$ cat src/sbf_regs.svh
// register offsets, field positions and codes for the sample block framer
`ifndef SBF_REGS_SVH
`define SBF_REGS_SVH
// ----------------------------------------------------------------
// register map
// ----------------------------------------------------------------
`define SBF_TX_FIFO_DATA_CONTROL_OFS 8'h48
`define SBF_SAMPLE_TIME_OFS 8'h7d
`define SBF_IRQ_STATUS_OFS 8'h7e
`define SBF_IRQ_TX_DONE_BIT 0
// ----------------------------------------------------------------
// word fields
// ----------------------------------------------------------------
`define SBF_SYNC_BIT 15
`define SBF_TYPE_HI 10
`define SBF_TYPE_LO 8
// ----------------------------------------------------------------
// transmit block types and lengths in words
// ----------------------------------------------------------------
`define SBF_TX_PAIR 3'h0
`define SBF_TX_A_ONLY 3'h1
`define SBF_TX_B_ONLY 3'h2
`define SBF_TX_END 3'h6
`define SBF_TX_TIME 3'h7
`define SBF_TX_LEN_PAIR 3'h4
`define SBF_TX_LEN_TWO 3'h2
`define SBF_TX_LEN_END 3'h1
// ----------------------------------------------------------------
// receive block types and lengths in words
// ----------------------------------------------------------------
`define SBF_RX_PAIR 3'h0
`define SBF_RX_A_ONLY 3'h1
`define SBF_RX_B_ONLY 3'h2
`define SBF_RX_PH_MAG 3'h4
`define SBF_RX_PHASE 3'h5
`define SBF_RX_MAG 3'h6
`define SBF_RX_ALL 3'h7
`define SBF_RX_LEN_TWO 4'h2
`define SBF_RX_LEN_FOUR 4'h4
`define SBF_RX_LEN_ALL 4'h8
`endif

$ cat src/sbf_pkg.sv
// types shared by the sample block framer modules
package sbf_pkg;
  // ----------------------------------------------------------------
  // state encodings (gray along the usual path)
  // ----------------------------------------------------------------
  typedef enum logic [1:0] {
    SBF_TX_COLLECT = 2'h0,
    SBF_TX_READY = 2'h1
  } sbf_tx_state_t;

  typedef enum logic [1:0] {
    SBF_RX_IDLE = 2'h0,
    SBF_RX_SEND = 2'h1
  } sbf_rx_state_t;

  // ----------------------------------------------------------------
  // carriers
  // ----------------------------------------------------------------
  typedef struct packed {
    logic [15:0] in_converter_a;
    logic [15:0] in_converter_b;
    logic [15:0] phase;
    logic [15:0] magnitude;
  } sbf_rx_samp_t;

  typedef struct packed {
    logic [15:0] out_converter_a;
    logic [15:0] out_converter_b;
    logic en_a;
    logic en_b;
  } sbf_tx_samp_t;

  // ----------------------------------------------------------------
  // module state records
  // ----------------------------------------------------------------
  typedef struct packed {
    sbf_rx_state_t state;
    logic [7:0][7:0] bytes;
    logic [2:0] btype;
    logic [6:0] num;
    logic [3:0] len;
    logic [3:0] idx;
    logic [15:0] word;
    logic valid;
  } sbf_rx_st_t;

  typedef struct packed {
    sbf_tx_state_t state;
    logic hold;
    logic [15:0] tgt;
    logic [15:0] cnt;
    logic [1:0] idx;
    logic [2:0] btype;
    logic [3:0][7:0] bytes;
    logic prev_sync;
    logic [7:0] prev_byte;
    logic [2:0] prev_type;
    sbf_tx_samp_t out;
    logic out_stb;
    logic done;
    logic [15:0] rdata;
    logic pop;
  } sbf_tx_st_t;
endpackage

$ cat src/sbf_framer.sv
// sample block framer: transmit word parser, time hold, end status, rx packer
`timescale 1ns/100ps
`include "sbf_regs.svh"
module sbf_framer
  import sbf_pkg::*;
(
  input wire logic ref_clk_in, // 20 MHz clock
  input wire logic resetn_in, // synchronous reset, active low
  input wire logic sample_tick_in, // one-cycle pulse per sample period
  input wire logic tx_valid_in, // transmit fifo holds a word
  input wire logic [15:0] tx_word_in, // transmit fifo head word
  output logic tx_pop_out, // takes the head word this cycle
  output sbf_tx_samp_t tx_samp_out, // samples to output converters
  output logic tx_samp_stb_out, // one-cycle pulse: new output sample
  input wire logic reg_rd_in, // register read strobe
  input wire logic [7:0] reg_addr_in, // register address
  output logic [15:0] reg_rdata_out, // read data, one cycle after strobe
  output logic tx_done_out, // transmit done status level
  input wire logic rx_valid_in, // one-cycle pulse: new input samples
  input wire logic [2:0] rx_type_in, // requested receive block type
  input wire sbf_rx_samp_t rx_samp_in, // input sample set
  input wire logic rx_ready_in, // receive fifo accepts a word
  output logic rx_samp_ready_out, // receive packer idle
  output logic rx_word_valid_out, // receive word valid
  output logic [15:0] rx_word_out // receive fifo word
);
  sbf_tx_st_t s_q, s_d;
  logic [15:0] w;
  logic sync;
  logic resync;
  logic [1:0] i;
  logic [2:0] t;
  logic [2:0] len;
  logic release_ok;

  assign w = tx_word_in;
  assign sync = w[`SBF_SYNC_BIT];
  // a held block may leave only on the matching sample number
  assign release_ok = !s_q.hold || (s_q.cnt == s_q.tgt);

  // ----------------------------------------------------------------
  // transmit word parsing
  // ----------------------------------------------------------------
  always_comb begin
    s_d = s_q;
    s_d.out_stb = 1'b0;
    resync = 1'b0;
    i = s_q.idx;
    t = s_q.btype;
    len = `SBF_TX_LEN_PAIR;
    // a pop is issued only every other cycle so the head word is stable
    s_d.pop = (s_q.state == SBF_TX_COLLECT) && tx_valid_in && !s_q.pop;
    if (s_q.pop) begin
      // the sync bit is looked at on every word, control byte or not
      resync = s_q.prev_sync && !sync;
      if (resync) begin
        // previous word was the block head: rebuild from it
        i = 2'h1;
        t = s_q.prev_type;
        s_d.bytes[0] = s_q.prev_byte;
      end else if (i == 2'h0 && sync) begin
        t = w[`SBF_TYPE_HI:`SBF_TYPE_LO];
      end
      // data-only words keep the last known type, so counting carries on
      case (t)
        `SBF_TX_PAIR: len = `SBF_TX_LEN_PAIR;
        `SBF_TX_END: len = `SBF_TX_LEN_END;
        default: len = `SBF_TX_LEN_TWO;
      endcase
      s_d.btype = t;
      s_d.bytes[i] = w[7:0];
      s_d.prev_sync = sync;
      s_d.prev_byte = w[7:0];
      s_d.prev_type = w[`SBF_TYPE_HI:`SBF_TYPE_LO];
      if ({1'b0, i} + 3'h1 >= len) begin
        s_d.idx = 2'h0;
        case (t)
          `SBF_TX_PAIR, `SBF_TX_A_ONLY, `SBF_TX_B_ONLY: begin
            s_d.state = SBF_TX_READY;
          end
          `SBF_TX_TIME: begin
            s_d.hold = 1'b1;
            s_d.tgt = {s_d.bytes[0], w[7:0]};
          end
          `SBF_TX_END: begin
            // preceding samples are already out: parsing stalls while one waits
            s_d.done = 1'b1;
          end
          default: s_d.idx = 2'h0;
        endcase
      end else begin
        s_d.idx = i + 2'h1;
      end
    end
    // ----------------------------------------------------------------
    // sample output, once per sample period
    // ----------------------------------------------------------------
    if (sample_tick_in) begin
      s_d.cnt = s_q.cnt + 16'h1;
      if (s_q.state == SBF_TX_READY && release_ok) begin
        s_d.hold = 1'b0;
        s_d.state = SBF_TX_COLLECT;
        s_d.out_stb = 1'b1;
        s_d.out.en_a = (s_q.btype != `SBF_TX_B_ONLY);
        s_d.out.en_b = (s_q.btype != `SBF_TX_A_ONLY);
        if (s_q.btype == `SBF_TX_B_ONLY) begin
          s_d.out.out_converter_b = {s_q.bytes[0], s_q.bytes[1]};
        end else begin
          s_d.out.out_converter_a = {s_q.bytes[0], s_q.bytes[1]};
          if (s_q.btype == `SBF_TX_PAIR) begin
            s_d.out.out_converter_b = {s_q.bytes[2], s_q.bytes[3]};
          end
        end
      end
    end
    // ----------------------------------------------------------------
    // register reads; status read clears done, a new set wins
    // ----------------------------------------------------------------
    s_d.rdata = 16'h0;
    if (reg_rd_in) begin
      case (reg_addr_in)
        `SBF_SAMPLE_TIME_OFS: s_d.rdata = s_q.cnt;
        `SBF_IRQ_STATUS_OFS: begin
          s_d.rdata[`SBF_IRQ_TX_DONE_BIT] = s_q.done;
          if (!(s_q.pop && ({1'b0, i} + 3'h1 >= len) && t == `SBF_TX_END)) begin
            s_d.done = 1'b0;
          end
        end
        default: s_d.rdata = 16'h0;
      endcase
    end
  end

  // ----------------------------------------------------------------
  // state register
  // ----------------------------------------------------------------
  always_ff @(posedge ref_clk_in) begin
    if (!resetn_in) begin
      s_q <= '0;
    end else begin
      s_q <= s_d;
    end
  end

  assign tx_pop_out = s_q.pop;
  assign tx_samp_out = s_q.out;
  assign tx_samp_stb_out = s_q.out_stb;
  assign reg_rdata_out = s_q.rdata;
  assign tx_done_out = s_q.done;

  // ----------------------------------------------------------------
  // receive packing
  // ----------------------------------------------------------------
  sbf_rx_packer u_rx (
    .ref_clk_in(ref_clk_in),
    .resetn_in(resetn_in),
    .samp_valid_in(rx_valid_in),
    .samp_type_in(rx_type_in),
    .samp_in(rx_samp_in),
    .samp_num_in(s_q.cnt),
    .word_ready_in(rx_ready_in),
    .samp_ready_out(rx_samp_ready_out),
    .word_valid_out(rx_word_valid_out),
    .word_out(rx_word_out)
  );

  // ----------------------------------------------------------------
  // checks
  // ----------------------------------------------------------------
  chk_hold_blocks_out: assert property (@(posedge ref_clk_in) disable iff (!resetn_in)
    (s_q.hold && sample_tick_in && s_q.cnt != s_q.tgt) |=> !tx_samp_stb_out)
    else $error("sample output while time hold active");
  chk_match_resumes: assert property (@(posedge ref_clk_in) disable iff (!resetn_in)
    (s_q.hold && s_q.state == SBF_TX_READY && sample_tick_in && s_q.cnt == s_q.tgt)
      |=> tx_samp_stb_out && !s_q.hold)
    else $error("no output on matching sample number");
  chk_time_load: assert property (@(posedge ref_clk_in) disable iff (!resetn_in)
    (s_q.pop && t == `SBF_TX_TIME && i == 2'h1)
      |=> s_q.hold && s_q.tgt[7:0] == $past(tx_word_in[7:0]))
    else $error("time block not loaded into hold");
  chk_resync_index: assert property (@(posedge ref_clk_in) disable iff (!resetn_in)
    (s_q.pop && s_q.prev_sync && !tx_word_in[15] && s_q.prev_type == `SBF_TX_PAIR)
      |=> s_q.idx == 2'h2)
    else $error("sync falling edge did not restart block");
  chk_count_wrap: assert property (@(posedge ref_clk_in) disable iff (!resetn_in)
    (s_q.pop && !resync && !sync && s_q.btype == `SBF_TX_A_ONLY && s_q.idx == 2'h1)
      |=> s_q.idx == 2'h0 && s_q.state == SBF_TX_READY)
    else $error("data-only block not closed at its length");
  chk_time_reg: assert property (@(posedge ref_clk_in) disable iff (!resetn_in)
    (reg_rd_in && reg_addr_in == `SBF_SAMPLE_TIME_OFS) |=> reg_rdata_out == $past(s_q.cnt))
    else $error("sample time register mismatch");
  chk_done_set: assert property (@(posedge ref_clk_in) disable iff (!resetn_in)
    (s_q.pop && !resync && sync && tx_word_in[10:8] == `SBF_TX_END && s_q.idx == 2'h0)
      |=> tx_done_out)
    else $error("end block did not set transmit done");
  chk_pop_stall: assert property (@(posedge ref_clk_in) disable iff (!resetn_in)
    (s_q.state == SBF_TX_READY) |-> ##1 !tx_pop_out)
    else $error("word taken while a sample waits");
endmodule

$ cat src/sbf_rx_packer.sv
// receive side: packs converter samples into tagged sample blocks
`timescale 1ns/100ps
`include "sbf_regs.svh"
module sbf_rx_packer
  import sbf_pkg::*;
(
  input wire logic ref_clk_in, // 20 MHz clock
  input wire logic resetn_in, // synchronous reset, active low
  input wire logic samp_valid_in, // one-cycle pulse: new samples
  input wire logic [2:0] samp_type_in, // requested block type
  input wire sbf_rx_samp_t samp_in, // sample set
  input wire logic [15:0] samp_num_in, // running sample counter
  input wire logic word_ready_in, // receive fifo accepts a word
  output logic samp_ready_out, // idle, can take samples
  output logic word_valid_out, // receive word valid
  output logic [15:0] word_out // receive fifo word
);
  sbf_rx_st_t s_q, s_d;

  // ----------------------------------------------------------------
  // block build and word sequencing
  // ----------------------------------------------------------------
  always_comb begin
    s_d = s_q;
    if (s_q.valid && word_ready_in) begin
      s_d.valid = 1'b0;
    end
    case (s_q.state)
      SBF_RX_IDLE: begin
        if (samp_valid_in) begin
          s_d.btype = samp_in_type(samp_type_in);
          s_d.num = samp_num_in[6:0];
          s_d.idx = 4'h0;
          s_d.state = SBF_RX_SEND;
          // byte order: upper then lower, a, b, phase, magnitude
          case (samp_type_in)
            `SBF_RX_PAIR: begin
              s_d.bytes = {32'h0, samp_in.in_converter_b[7:0], samp_in.in_converter_b[15:8],
                           samp_in.in_converter_a[7:0], samp_in.in_converter_a[15:8]};
              s_d.len = `SBF_RX_LEN_FOUR;
            end
            `SBF_RX_A_ONLY: begin
              s_d.bytes = {48'h0, samp_in.in_converter_a[7:0], samp_in.in_converter_a[15:8]};
              s_d.len = `SBF_RX_LEN_TWO;
            end
            `SBF_RX_B_ONLY: begin
              s_d.bytes = {48'h0, samp_in.in_converter_b[7:0], samp_in.in_converter_b[15:8]};
              s_d.len = `SBF_RX_LEN_TWO;
            end
            `SBF_RX_PH_MAG: begin
              s_d.bytes = {32'h0, samp_in.magnitude[7:0], samp_in.magnitude[15:8],
                           samp_in.phase[7:0], samp_in.phase[15:8]};
              s_d.len = `SBF_RX_LEN_FOUR;
            end
            `SBF_RX_PHASE: begin
              s_d.bytes = {48'h0, samp_in.phase[7:0], samp_in.phase[15:8]};
              s_d.len = `SBF_RX_LEN_TWO;
            end
            `SBF_RX_MAG: begin
              s_d.bytes = {48'h0, samp_in.magnitude[7:0], samp_in.magnitude[15:8]};
              s_d.len = `SBF_RX_LEN_TWO;
            end
            default: begin
              s_d.bytes = {samp_in.magnitude[7:0], samp_in.magnitude[15:8],
                           samp_in.phase[7:0], samp_in.phase[15:8],
                           samp_in.in_converter_b[7:0], samp_in.in_converter_b[15:8],
                           samp_in.in_converter_a[7:0], samp_in.in_converter_a[15:8]};
              s_d.len = `SBF_RX_LEN_ALL;
            end
          endcase
        end
      end
      SBF_RX_SEND: begin
        // next word only once the previous one has been taken
        if (!s_q.valid || word_ready_in) begin
          s_d.valid = 1'b1;
          s_d.word = {1'b0, 7'h0, s_q.bytes[s_q.idx[2:0]]};
          if (s_q.idx == 4'h0) begin
            s_d.word[`SBF_SYNC_BIT] = 1'b1;
            s_d.word[`SBF_TYPE_HI:`SBF_TYPE_LO] = s_q.btype;
          end else if (s_q.idx == 4'h1) begin
            s_d.word[14:8] = s_q.num;
          end
          s_d.idx = s_q.idx + 4'h1;
          if (s_q.idx + 4'h1 == s_q.len) begin
            s_d.state = SBF_RX_IDLE;
          end
        end
      end
      default: s_d.state = SBF_RX_IDLE;
    endcase
  end

  // the type codes pass through unchanged; kept as a function for clarity
  function automatic logic [2:0] samp_in_type(input logic [2:0] t);
    samp_in_type = t;
  endfunction

  // ----------------------------------------------------------------
  // state register
  // ----------------------------------------------------------------
  always_ff @(posedge ref_clk_in) begin
    if (!resetn_in) begin
      s_q <= '0;
    end else begin
      s_q <= s_d;
    end
  end

  assign samp_ready_out = (s_q.state == SBF_RX_IDLE);
  assign word_valid_out = s_q.valid;
  assign word_out = s_q.word;

  // ----------------------------------------------------------------
  // checks
  // ----------------------------------------------------------------
  chk_first_word_sync: assert property (@(posedge ref_clk_in) disable iff (!resetn_in)
    (s_q.state == SBF_RX_SEND && s_q.idx == 4'h0 && (!s_q.valid || word_ready_in))
      |=> word_out[`SBF_SYNC_BIT] && word_out[10:8] == $past(s_q.btype))
    else $error("first block word lacks sync or type");
  chk_later_word_clear: assert property (@(posedge ref_clk_in) disable iff (!resetn_in)
    (s_q.state == SBF_RX_SEND && s_q.idx != 4'h0 && (!s_q.valid || word_ready_in))
      |=> !word_out[`SBF_SYNC_BIT])
    else $error("sync set in later block word");
  chk_all_len_eight: assert property (@(posedge ref_clk_in) disable iff (!resetn_in)
    (s_q.state == SBF_RX_IDLE && samp_valid_in && samp_type_in == `SBF_RX_ALL)
      |=> s_q.len == `SBF_RX_LEN_ALL)
    else $error("combined block not eight words");
endmodule

$ cat config.mk
export PLATFORM = sky130hd
export DESIGN_NAME = sbf_framer
export DESIGN_NICKNAME = d
export VERILOG_FILES = /design/src/sbf_pkg.sv /design/src/sbf_framer.sv /design/src/sbf_rx_packer.sv
export VERILOG_INCLUDE_DIRS = /design/src
export SDC_FILE = /design/constraint.sdc
export NUM_CORES = 1
export LEC_CHECK = 0
export BUFFER_PORTS_ARGS = -buffer_cell sky130_fd_sc_hd__buf_2
export CAP_MARGIN = 15
export CORE_ASPECT_RATIO = 0.75
export CORE_MARGIN = 2
export CORE_UTILIZATION = 35
export DETAILED_ROUTE_END_ITERATION = 6
export PLACE_DENSITY = 0.58
export SLEW_MARGIN = 20
export SYNTH_ARGS = -nofsm -noshare
export SYNTH_HDL_FRONTEND = slang
export SYNTH_SLANG_ARGS = --single-unit
$ cat constraint.sdc
create_clock -name ref_clk_in -period 3.4 [get_ports ref_clk_in]
set_input_delay 0.17 -clock ref_clk_in [delete_from_list [all_inputs] [get_ports ref_clk_in]]
set_output_delay 0.17 -clock ref_clk_in [all_outputs]
set_load 0.05 [all_outputs]
Yosys cells after proc, flatten, opt, wreduce, memory -nomap -nowiden
Index checks and enable logic that the tools add are counted.

operators by class
  add/subtract/negate cells = 5
  multipliers = 0
  divide/modulo/power cells = 0
  order comparisons = 5
  bitwise gates (word level) = 1
  eq/ne operators = 23
  muxes and demuxes = 49
  shifts and indexed selects = 0
  reductions and logical operators = 38

operator list
  operator                                                         number
  64-bit case mux with 6 select lines                              1
  84-bit 2-to-1 mux                                                1
  19-bit 2-to-1 mux                                                2
  17-bit 2-to-1 mux                                                2
  32-bit bitwise mux                                               1
  16-bit 2-to-1 mux                                                2
  8-bit 2-to-1 mux                                                 4
  3-bit 2-to-1 mux                                                 9
  8-bit binary-select mux with 3-bit select                        1
  21-bit 2-to-1 mux                                                1
  3-bit == test, second input constant                             6
  3-bit AND reduction                                              6
  16-bit by 1-bit adder with 16-bit output, second input constant  1
  8-bit demux with 2-bit select                                    1
  16-bit == test                                                   1
  8-bit by 7-bit == test with 1-bit output, second input constant  2
  4-bit case mux with 2 select lines                               2
  15-bit 2-to-1 mux                                                1
  2-bit 2-to-1 mux                                                 7
  2-bit AND reduction                                              5
  3-bit by 2-bit == test with 1-bit output, second input constant  3
  1-bit logical AND                                                9
  3-bit zero test                                                  3
  1-bit 2-to-1 mux                                                 9
  29 further kinds                                                 41

storage, ports and cells
  output and inout port bits = 71
  memory bits (read-only) = 0
  register bits = 238
  word-level logic and storage cells = 158
  RAM bits = 0
  memories = 0
  bits in latches = 0

Depth between registers and ports, before layout
  depth in word-level cells = 15
  mapped depth = 15

Modules after synthesis
A second synthesis with hierarchy kept.

second synthesis, totals
  cells, all modules = 1194
  area total of the unflattened synthesis = 10914.2 sq um

modules (own cells, without submodules)
  module         cells each  sequential area each (sq um)  area an instance (sq um)  times used
  sbf_framer     693         2742.6                        6197.2                    1
  sbf_rx_packer  501         1981.9                        4717.0                    1

Worst setup path before layout
No wires, ideal clock.

  kind = register to register
  start = register s_q[64] (netlist bit)
  end = register s_q[132] (netlist bit)
  library setup time = 0.128 ns
  path slack = 0.536 ns
  stages on the path, launching flop included = 14
  clock period less this slack = 2.864 ns
  arrival = 2.736 ns
  cell sequence = dfxtp_1 nor2b_1 a32o_1 a211oi_2 nor3_1 ha_1 nand2b_1 a211o_1 o211a_1 and4b_1 buf_6 buf_6 mux2i_1 nor2_1

between the ends
  word-level cells in the longest chain between the ends = 8

ends and longest elaborated chain
  what                                                                        RTL line                            text
  start: declaration                                                          sbf_framer.sv:27                    sbf_tx_st_t s_q, s_d;
  start signal: assignment                                                    sbf_framer.sv:139                   s_q <= '0;
  start signal: assignment                                                    sbf_framer.sv:141                   s_q <= s_d;
  1-bit logical AND (*)                                                       sbf_framer.sv:55                    resync = s_q.prev_sync && !sync;
  3-bit 2-to-1 mux or 2-bit 2-to-1 mux (tied branches)                        sbf_framer.sv:56                    if (resync) begin
  3-bit 2-to-1 mux or 2-bit 2-to-1 mux (tied branches)                        sbf_framer.sv:53                    if (s_q.pop) begin
  3-bit == test, or another cell as far along                                 sbf_framer.sv:65                    case (t)
  3-bit case mux with 2 select lines or 1-bit logical AND (tied branches)     sbf_framer.sv:65, sbf_framer.sv:71
  3-bit 2-to-1 mux or 8-bit 2-to-1 mux (tied branches)                        sbf_framer.sv:53, sbf_framer.sv:71
  3-bit >= comparator or 8-bit demux with 2-bit select (tied branches)        sbf_framer.sv:75, sbf_framer.sv:71
  3-bit AND reduction (no source line) or 32-bit bitwise mux (tied branches)  n/a

Mark *: on every way between the ends. The rest lies on a longest branch, timed or not. The select of a mux whose other input is x is not followed.
A chain may end at the register's enable or synchronous reset.

Worst setup path in the final report
  start = register s_q[64] (netlist bit)
  end = register s_q[133] (netlist bit)

Same word-level chain as after synthesis.

==> flow_summary.ini <==
[routing]
vias = 9404
ant_nets = 0
routedLengthMet1_mm = 15.7
drt_pass1_iterations = 7
dr_wl_met3_mm = 2.56
drt-initial-drc-count = 990
finalWirelength_mm = 32.3
vias_per_cell = 5.21
drc = 2
wire_per_inst_um = 17.9
met2WireLength_mm = 13.0
top_layer = met4

[grt]
grt_max_degree = 80
grt_usage_pct = 19.0
first_global_vias = 8593
grt_pass1_wl_mm = 49.8
grt.overflow.total = 0
antenna_found_initial = 1

[outcome]
violations = DRC
outcome = finished, violations left

[synthesis]
synthesis.nets = 1372
synth_top_area_share_pct = 42.9
ys_warn_count = 0
synthFlopType = dfxtp_1
yosysUniqueCellTypes = 52
yosysMostFrequentCell = dfxtp_1
synthTopCellsByCount = dfxtp_1, nor2_1, nand2_1, a21oi_1, nand3_1
avgSynthCellArea_sq_um = 8.77
synth_area_sq_um = 11000
synth_edf_count = 0
async_flop_share_pct = 0
synth_area_leaders = dfxtp_1, mux2i_1, nor2_1
synth-seq-area-share_pct = 42.9
synthesis.instances = 1254
synth_top_area_cell = dfxtp_1
ys_ff_latch = 236

[timing]
tns_ps = 0
period_share_pct = 91.5
fin_worst_skew_ps = 8.34
relSlewSlack_pct = 37.3
fmax_mhz = 321
min_period_ps = 3110
worst_pin_slew_ps = 939
setup_viol = 0
worst_slack_ps = 288
maxSlewViolCount = 0
final_hold_viol_count = 0
rsz0062_at_grt = false

[pwr]
power_density_nw_per_um2 = 493
p_leak_nw = 5.16
vdd_drop_max_mv = 0.252
finalPower_mw = 6.50

[place]
post_dp_cell_area_sq_um = 11700
dp_hpwl_mm = 21.8
dp_slack_ps = 308
globalplace.congestion = 0.826
io_buffers = 164

[worst_setup_path]
endpoint_kind = flip-flop
critPathCapture = s_q[133]
r2r_cells = 12
worst_path_max_delay_cell = dfxtp_1
crit_path_start = s_q[64]
worstPathMaxFanout = 17
cp_cell_sequence = nor2b_1 > a32o_1 > a211oi_2 > nor3_1 > ha_1 > nand2b_1 > a211o_1 > o211a_1 > and4b_1 > buf_4 > mux2i_1 > nor2_1
rr_startpoint = s_q[64]
reg2reg_to = s_q[133]
critPathRequiredTime_ps = 3790
cp-start-kind = flip-flop
worstPathArrival_ps = 3510
cp_slowest_stage_delay_ps = 440
reg2reg_setup_slack_ps = 290
path_class = reg2reg

[layout]
design_area_sq_um = 13200
ff_latch_area_sq_um = 4730
multi_input_area_sq_um = 5350
area_growth_pct = 19.8
n_fill_cell = 3091
finish.utilization_pct = 42.4
drive_above_1_share_pct = 19.7
final_nets = 1497

[floorplanning]
num_rows = 56
core_area_sq_um = 31100
die_h_um = 158
ios = 169
dieWidth_um = 209
die_area_sq_um = 32900
start_util_pct = 35.4

[cts]
cts_buffers = 25
clock_latency_ps = 510
cts_tree = built
cts_root_buf = clkbuf_16
cts_max_level = 1
cts.sinks = 236
clk_pin_slew_ps = 60
cts.path.max_buffers = 3

[hold_path]
hold_path.class = in2reg

[run]
maxCapViolations = 0
power by group:
part           switching (mW)  leakage [nW]  total [mW]  internal, mW
Sequential             0.0700          1.92        2.93          2.86
Combinational           0.530          2.85       0.860         0.330
Clock                    1.12         0.402        2.71          1.59
through the flow:
stage          hold slack [ps]  instances
2_1_floorplan              299       1254
3_3_place_gp               427       1689
6_report                  8.65       1806
3_5_place_dp               430       1689
5_1_grt                   22.6       1804
4_1_cts                   1.39       1803
routing by layer:
| layer | up-vias | GRT usage (%) |
|---|---|---|
| met3 | 87 | 3.87 |
| met5 | - | 0 |
| met4 | 0 | 5.68 |
| met2 | 350 | 26.3 |
| li1 | 4571 | - |
| met1 | 4396 | 29.2 |
critical path, delay by kind of cell (launching register included):
kind,cells,cell delay [ps]
AND/OR/NAND/NOR,5,1070
AO/OA/AOI/OAI,4,740
flip-flops,1,440
adder cells (fa/ha/maj),1,310
buffers and inverters,1,230
multiplexers,1,200
cells by family after synthesis:
group                      synth area share (%)
DFF                                        42.9
xor gates and xnor gates                   2.87
muxes                                      11.7
adders and majority gates                  2.27
and+or+nand+nor                            18.3
AOI/OAI and AO/OA                          13.3
buffers and inverters                      8.59
cell usage in the layout, fill, tap and decap left out, drive strengths merged, types with 2 or more instances in the layout:
cell,n
inv,14
xnor2,21
a221oi,16
clkinv,8
and3,2
nor4,2
and4b,3
nand3b,2
diode,3
nand4,9
a211oi,43
buf,190
nor2,145
nand2b,4
clkbuf,34
a21o,5
dlygate4sd3,69
mux2i,74
xor2,15
nor2b,5
nand3,83
and2,16
dfxtp,236
nand2,137
a22oi,23
bufinv,2
a21oi,82
mux4,16
nor3,39
nor3b,2
ha,20
o21ai,31
mux2,17
a31oi,19
final cells by class:
type / count / area share [%]
Multi-Input combinational cell: 843 / 40.5
Sequential cell: 236 / 35.8
Timing Repair Buffer: 259 / 13.1
Clock buffer: 34 / 5.31
Tap cell: 406 / 3.85
Clock inverter: 11 / 0.816
Inverter: 14 / 0.437
Antenna cell: 3 / 0.0569
registers in the layout (all words and copies together) (netlist names):
| register | flops |
|---|---|
| s_q | 84 |
| u_rx.s_q | 82 |
| tx_samp_out | 34 |
| reg_rdata_out | 16 |
| u_rx.word_out | 16 |
| tx_done_out | 1 |
| tx_pop_out | 1 |
| tx_samp_stb_out | 1 |
| u_rx.word_valid_out | 1 |
how the worst min path moves through the flow:
| stage | from | end | cells after the start |
|---|---|---|---|
| floorplan | tx_valid_in | tx_pop_out | 2 |
| global placement | tx_valid_in | tx_pop_out | 3 |
| detailed placement | tx_valid_in | tx_pop_out | 3 |
| CTS | rx_samp_in[34] | u_rx.s_q[61] | 3 |
| global route | tx_word_in[6] | s_q[79] | 3 |
| finish | rx_samp_in[46] | u_rx.s_q[57] | 3 |
repair_timing:
action	4_1_cts	5_1_grt
hold buffers	69	0
endpoints found under the setup margin	0	1
hold endpoints to repair	68	0
setup buffers	0	0
resized for setup	0	1
No activity file was read; power rests on OpenSTA's default activity.
